--- src/rtl/cell_protect_pkg.sv ---
// Package: constants and types for the two-cell protection state machine
package cell_protect_pkg;

    // System clock period in picoseconds (100 MHz)
    localparam int unsigned SYS_CLK_PERIOD_PS = 10000;
    // Slow internal tick period in picoseconds (about 7.5 kHz)
    localparam int unsigned SLOW_TICK_PERIOD_PS = 133333333;
    // System cycles per slow tick
    localparam int unsigned SLOW_TICK_CYCLES = SLOW_TICK_PERIOD_PS / SYS_CLK_PERIOD_PS;

    // Overvoltage qualification, microseconds: least, typical, longest
    localparam int unsigned HIGH_DLY_MIN_US = 600;
    localparam int unsigned HIGH_DLY_TYP_US = 2000;
    localparam int unsigned HIGH_DLY_MAX_US = 5000;
    // Undervoltage qualification, microseconds: least, typical, longest
    localparam int unsigned LOW_DLY_MIN_US = 300;
    localparam int unsigned LOW_DLY_TYP_US = 1000;
    localparam int unsigned LOW_DLY_MAX_US = 3500;

    // Slow ticks for the typical delays (7.5 ticks per ms)
    localparam int unsigned HIGH_DLY_TICKS = (HIGH_DLY_TYP_US * 15) / 2000;
    localparam int unsigned LOW_DLY_TICKS = (LOW_DLY_TYP_US * 15) / 2000;

    // Width of the slow tick divider and the qualification counters
    localparam int unsigned DIV_W = 24;
    localparam int unsigned QUAL_W = 8;

    // Protection states
    typedef enum logic [2:0] {
        ST_DISABLED,
        ST_NORMAL,
        ST_HIGH,
        ST_LOW,
        ST_HIGH_LOW
    } prot_state_t;

    // Pass switch commands
    typedef enum logic [1:0] {
        SW_OFF,
        SW_FULL_ON,
        SW_DISCHARGE_ONLY,
        SW_CHARGE_ONLY
    } switch_mode_t;

endpackage

--- src/rtl/two_cell_protection_fsm.sv ---
// Protection state machine for a two-cell pack with qualified fault detection
//
// How it works
// - Overvoltage asserted after 2.0 ms qualification
// - Undervoltage asserted after 0.93 ms (7 slow ticks) qualification
// - Enable held low keeps switch off
// - Normal state: switch fully on
// - Low-charge warning high below 3.0 V
// - Warning returns low on undervoltage entry
// - High-cell flag low while overvoltage bit
// - Overvoltage bit opens switch against charging
// - Low-cell flag low while undervoltage bit
// - Undervoltage bit opens switch against discharging
// - Overcharged state passes discharge current only
// - Over-discharged state passes charge current only
// - Leave overvoltage only below recovery on both
// - Undervoltage without overvoltage sleeps until both cells above 3 V
// - One high, one low: switch off, both flags
module two_cell_protection_fsm
    import cell_protect_pkg::*;
(
    // Clock and reset
    input wire logic i_mclk,
    input wire logic i_reset_n,
    // Chip enable pin, low holds the pack off
    input wire logic i_chip_enable,
    // Per-cell comparator results, index 0 lower cell, 1 upper cell
    input wire logic [1:0] i_cell_over,
    input wire logic [1:0] i_cell_over_recovered,
    input wire logic [1:0] i_cell_under,
    input wire logic [1:0] i_cell_below_warn,
    // Status outputs
    output logic o_high_cell_flag_n,
    output logic o_low_cell_flag_n,
    output logic o_low_charge_warning,
    // Pass switch command and sleep indication
    output switch_mode_t o_switch_mode,
    output logic o_sleep
);

    // Raw asynchronous inputs gathered for synchronising
    localparam int unsigned RAW_W = 9;

    // Whole module state
    typedef struct packed {
        logic [RAW_W-1:0] sync1;    // First synchroniser stage
        logic [RAW_W-1:0] sync2;    // Second synchroniser stage
        logic [DIV_W-1:0] div;      // Slow tick divider
        logic [QUAL_W-1:0] high_cnt; // Overvoltage qualification count
        logic [QUAL_W-1:0] low_cnt;  // Undervoltage qualification count
        prot_state_t state;         // Protection state
        logic warn;                 // Low-charge warning
        switch_mode_t sw;           // Pass switch command
    } core_t;

    core_t cur;
    core_t nxt;

    // Synchronised views of the inputs
    logic en_s;
    logic [1:0] over_s;
    logic [1:0] recov_s;
    logic [1:0] under_s;
    logic [1:0] warn_s;
    logic tick;
    logic high_q;
    logic low_q;

    // Counter step: restart when released, advance on tick, saturate at limit
    function automatic logic [QUAL_W-1:0] qual_step(
        input logic active,
        input logic tk,
        input logic [QUAL_W-1:0] cnt,
        input logic [QUAL_W-1:0] limit
    );
        logic [QUAL_W-1:0] r;
        r = cnt;
        if (!active)
        begin
            r = '0;
        end
        else if (tk && cnt < limit)
        begin
            r = cnt + 8'h01;
        end
        return r;
    endfunction

    // Switch command for a protection state
    function automatic switch_mode_t sw_for(input prot_state_t st);
        switch_mode_t r;
        case (st)
            ST_NORMAL: r = SW_FULL_ON;
            ST_HIGH: r = SW_DISCHARGE_ONLY;
            ST_LOW: r = SW_CHARGE_ONLY;
            ST_HIGH_LOW: r = SW_OFF;
            default: r = SW_OFF;
        endcase
        return r;
    endfunction

    // Unpack synchronised inputs; only the second stage is read
    always_comb
    begin
        en_s = cur.sync2[8];
        over_s = cur.sync2[7:6];
        recov_s = cur.sync2[5:4];
        under_s = cur.sync2[3:2];
        warn_s = cur.sync2[1:0];
        tick = (cur.div == DIV_W'(SLOW_TICK_CYCLES - 1));
        high_q = (cur.high_cnt == QUAL_W'(HIGH_DLY_TICKS));
        low_q = (cur.low_cnt == QUAL_W'(LOW_DLY_TICKS));
    end

    // Next-state logic
    always_comb
    begin
        nxt = cur;
        nxt.sync1 = {i_chip_enable, i_cell_over, i_cell_over_recovered,
                     i_cell_under, i_cell_below_warn};
        nxt.sync2 = cur.sync1;
        // Slow tick divider
        if (tick)
        begin
            nxt.div = '0;
        end
        else
        begin
            nxt.div = cur.div + 24'h000001;
        end
        // Qualification counts restart whenever the comparator drops
        nxt.high_cnt = qual_step(|over_s, tick, cur.high_cnt,
                                 QUAL_W'(HIGH_DLY_TICKS));
        nxt.low_cnt = qual_step(|under_s, tick, cur.low_cnt,
                                QUAL_W'(LOW_DLY_TICKS));
        if (!en_s)
        begin
            // Enable low resets the state, both qualification counts and the warning
            nxt.state = ST_DISABLED;
            nxt.high_cnt = '0;
            nxt.low_cnt = '0;
            nxt.warn = 1'b0;
        end
        else
        begin
            case (cur.state)
                ST_DISABLED:
                begin
                    nxt.state = ST_NORMAL;
                end
                ST_NORMAL:
                begin
                    if (high_q && low_q)
                    begin
                        nxt.state = ST_HIGH_LOW;
                    end
                    else if (high_q)
                    begin
                        nxt.state = ST_HIGH;
                    end
                    else if (low_q)
                    begin
                        nxt.state = ST_LOW;
                    end
                end
                ST_HIGH:
                begin
                    if (low_q)
                    begin
                        nxt.state = ST_HIGH_LOW;
                    end
                    else if (&recov_s)
                    begin
                        nxt.state = ST_NORMAL;
                    end
                end
                ST_LOW:
                begin
                    if (high_q)
                    begin
                        nxt.state = ST_HIGH_LOW;
                    end
                    else if (warn_s == 2'b00)
                    begin
                        nxt.state = ST_NORMAL;
                    end
                end
                ST_HIGH_LOW:
                begin
                    // Leave only when one of the two faults clears
                    if (&recov_s)
                    begin
                        nxt.state = ST_LOW;
                    end
                    else if (warn_s == 2'b00)
                    begin
                        nxt.state = ST_HIGH;
                    end
                end
                default:
                begin
                    nxt.state = ST_DISABLED;
                end
            endcase
            // Warning follows the 3 V comparators outside undervoltage
            if (nxt.state == ST_LOW || nxt.state == ST_HIGH_LOW)
            begin
                nxt.warn = 1'b0;
            end
            else
            begin
                nxt.warn = |warn_s;
            end
        end
        nxt.sw = sw_for(nxt.state);
    end

    // State register
    always_ff @(posedge i_mclk or negedge i_reset_n)
    begin
        if (!i_reset_n)
        begin
            cur <= '{sync1: '0, sync2: '0, div: '0, high_cnt: '0, low_cnt: '0,
                     state: ST_DISABLED, warn: 1'b0, sw: SW_OFF};
        end
        else
        begin
            cur <= nxt;
        end
    end

    // Registered outputs
    always_comb
    begin
        o_high_cell_flag_n = !(cur.state == ST_HIGH || cur.state == ST_HIGH_LOW);
        o_low_cell_flag_n = !(cur.state == ST_LOW || cur.state == ST_HIGH_LOW);
        o_low_charge_warning = cur.warn;
        o_switch_mode = cur.sw;
        o_sleep = (cur.state == ST_LOW);
    end

endmodule

--- config.mk ---
export PLATFORM = sky130hd
export DESIGN_NAME = two_cell_protection_fsm
export DESIGN_NICKNAME = d
export VERILOG_FILES = /design/src/rtl/cell_protect_pkg.sv /design/src/rtl/two_cell_protection_fsm.sv
export SDC_FILE = /design/constraint.sdc
export NUM_CORES = 1
export LEC_CHECK = 0
export ABC_AREA = 1
export BUFFER_PORTS_ARGS = -buffer_cell sky130_fd_sc_hd__clkbuf_2
export CORE_ASPECT_RATIO = 1.25
export CORE_UTILIZATION = 45
export DETAILED_ROUTE_END_ITERATION = 10
export GPL_ROUTABILITY_DRIVEN = 0
export PLACE_DENSITY_LB_ADDON = 0.05
export SLEW_MARGIN = 15
export SYNTH_ARGS = -nofsm -noshare
export SYNTH_HDL_FRONTEND = slang
export SYNTH_SLANG_ARGS = --single-unit
--- constraint.sdc ---
create_clock -name i_mclk -period 1.5 [get_ports i_mclk]
set_clock_uncertainty 0.1 [all_clocks]
set_input_delay 0.3 -clock i_mclk [delete_from_list [all_inputs] [get_ports i_mclk]]
set_output_delay 0.3 -clock i_mclk [all_outputs]
set_load 0.005 [all_outputs]
==> impl_metrics.json <==
{
  "dieArea_sq_mm": 0.00727,
  "fmax_mhz": 639,
  "critPathLaunchType": "flop",
  "crit_slowest_cell": "dfrtp_2",
  "hold_start": "cur[63]",
  "netlist_area_sq_mm": 0.00312,
  "timing.rr.start": "cur[25]",
  "synth.area.top_cells": "dfrtp_1 51%, nand2_1 11%, inv_1 7.5%",
  "routed_wirelength_um": 7490,
  "cp_cell_sequence": "inv_1, nand2_2, nand2_1, nand2_1, clkbuf_2",
  "grt_usage": 0.221,
  "finalHoldViolations": 0,
  "path_clk_slew_ns": 0.07,
  "hp-class": "flop to flop",
  "die_height_um": 95.1,
  "num_vias": 2820,
  "cts_made_buffers": 9,
  "dp_hpwl_um": 5120,
  "area.growth.synth_to_final_pct": 42.2,
  "arrival_ns": 1.17,
  "coreArea_sq_mm": 0.00665,
  "slowest_delay_ns": 0.45,
  "r2r_slack_ns": -0.03,
  "pwr-share-seq": 0.535,
  "synth_cells": 389,
  "synth_ff_type": "dfrtp_1",
  "drive_above_1_share": 0.385,
  "critPathLaunch": "cur[4]",
  "drt-vias-per-instance": 4.88,
  "synth_seq_area_share": 0.514,
  "grt_pass1_vias": 2808,
  "worst_slew_margin_rel": 0.714,
  "synth_most_common_cell": "nand2_1",
  "drt_iter0_drc": 116,
  "ys.warnings.count": 0,
  "setup_viol": 13,
  "synth_top_area_share": 0.514,
  "p_total_uw": 3340,
  "ant_nets": 0,
  "nets": 502,
  "internal_power_uw": 2540,
  "worst_pin_slew_ns": 0.428,
  "pwr-share-comb": 0.065,
  "status": "finished with violations",
  "worstPathMaxFanout": 4,
  "power_switching_uw": 801,
  "cpMostUsedCell": "nand2_1",
  "design_area_sq_mm": 0.00443,
  "p_leak_uw": 0.00217,
  "grt.overflow.total": 0,
  "synth_edf_count": 0,
  "synth_area_leader_cell": "dfrtp_1",
  "wl_per_cell_um": 13.0,
  "ys_types": 27,
  "drc": 0,
  "grt_first_pass_wirelength_um": 12100,
  "die_w_um": 76.5,
  "final.period_utilization": 1.04,
  "clock_power_share": 0.400,
  "rsz0062_at_grt": "yes",
  "period_needed_ns": 1.57,
  "setup_ws_ns": -0.0657,
  "slew_violations": 0,
  "r2r_cells": 7,
  "synth_top_cells_by_count": "88 x nand2_1, 64 x dfrtp_1, 62 x inv_1, 60 x nor2_1, 33 x nand3_1",
  "synth_nets": 404,
  "root_buffer": "clkbuf_8",
  "yosys_register_bits": 64,
  "rr_endpoint": "cur[9]",
  "violations": "negative setup slack",
  "p_sw_frac": 0.240,
  "endpoint_kind": "output port",
  "antenna_found_initial": 0,
  "crit_path_end": "o_high_cell_flag_n",
  "finalCoreUtilization": 0.667,
  "async_flop_share": 1.00,
  "syn_area_per_cell_sq_um": 8.02,
  "io_pins": 17,
  "cts_tree": "built",
  "postPlaceCellArea_sq_mm": 0.00367,
  "first_pass_iters": 4,
  "io_buffer_count": 16,
  "vdd_ir_drop_max_v": 0.000507,
  "crit_type": "flop to output port",
  "rows": 33,
  "setup_tns_ns": -0.240,
  "antenna_cells": 0,
  "preCtsSetupSlack_ns": -0.0776,
  "power_density_mw_per_mm2": 754,
  "drv_cap": 0,
  "start_util": 0.469,
  "grt_start_max_net_pins": 65,
  "htree_levels": 3,
  "cts_sinks": 64,
  "crit_required_ns": 1.10,
  "clk_path_buf_depth": 2,
  "clk_latency_ns": 0.34
}
## critical path: cells and delay by family (launching register included)
| kind | cells | cell delay, ns |
|---|---|---|
| flip-flops | 1 | 0.45 |
| buffers and inverters | 2 | 0.22 |
| AND/OR/NAND/NOR | 3 | 0.16 |
## worst min-delay path by stage
stage,end,slack [ns],cells after the start
5_1_grt,cur[51],0.25,0
6_report,cur[54],0.25,0
3_5_place_dp,cur[46],0.23,0
3_3_place_gp,cur[49],0.23,0
4_1_cts,cur[54],0.25,0
2_1_floorplan,cur[10],-0.1,0
## layer usage
layer | GRT usage | up-vias | part of all wire
li1 | - | 1406 | -
met1 | 0.232 | 1338 | 0.39
met2 | 0.411 | 56 | 0.54
met3 | 0.0431 | 20 | 0.024
met4 | 0.135 | 0 | 0.043
met5 | 0 | - | 0
## power groups by stage
stage | Combinational [uW] | Sequential (uW) | Clock, uW
finish | 216 | 1790 | 1340
global route | 242 | 1790 | 1430
CTS | 206 | 1790 | 1380
detailed placement | 182 | 1820 | 0
global placement | 180 | 1820 | 0
floorplan | 74.5 | 1820 | 0
## logic make-up after synthesis
kind of cell | count (synthesis) | synth area share
AND/OR/NAND/NOR | 221 | 0.317
buffers and inverters | 70 | 0.0867
AO/OA/AOI/OAI | 17 | 0.0297
XOR/XNOR | 13 | 0.0365
adder cells (fa/ha/maj) | 4 | 0.0161
flip-flops | 64 | 0.514
## timing repair
| item | 4_1_cts | 5_1_grt |
|---|---|---|
| hold buffers | 10 | 0 |
| pin swaps | 18 | 42 |
| endpoints found under the setup margin | 31 | 45 |
| gates resized for setup | 48 | 63 |
| setup buffers | 7 | 10 |
| hold endpoints to repair | 73 | 0 |
## state kept, by name, summed over array words and instances, names as in the netlist
| signal | flops |
|---|---|
| cur | 61 |
| o_low_charge_warning | 1 |
| o_switch_mode | 2 |
## metrics by stage
step,cells,hold slack (ns)
floorplan,389,-0.0956
global placement,538,0.231
detailed placement,538,0.235
CTS,570,0.249
global route,578,0.252
finish,578,0.245
## layout by cell type, fill, tap and decap left out, types with 2 or more instances in the layout
master / n
a21oi_2: 4
inv_2: 12
nand4_1: 4
ha_2: 2
nor3_4: 3
a21oi_1: 5
o21ai_1: 3
nand4_4: 2
or2_2: 2
inv_1: 55
nor2_4: 15
clkinv_2: 2
nor4_1: 7
dfrtp_1: 59
buf_6: 7
buf_4: 56
nand3_2: 4
a31oi_1: 4
dlygate4sd3_1: 10
nor3_1: 5
clkbuf_8: 11
dfrtp_2: 5
nand3_4: 2
clkbuf_2: 16
nor2_1: 42
nor3_2: 5
nand2_4: 5
nor2_2: 10
nand2_1: 64
nor3b_1: 2
xor2_1: 11
nand3_1: 27
nand2_2: 22
## cell type report
class / instances / area (sq um)
clock buffers: 12 / 155
clock inverters: 3 / 17.5
fillers: 557 / 2210
inverters: 67 / 251
multi-input cells: 255 / 1590
flip-flops and latches: 64 / 1610
well taps: 87 / 109
repair buffers: 90 / 699
Power figures use the tool's default switching activity.
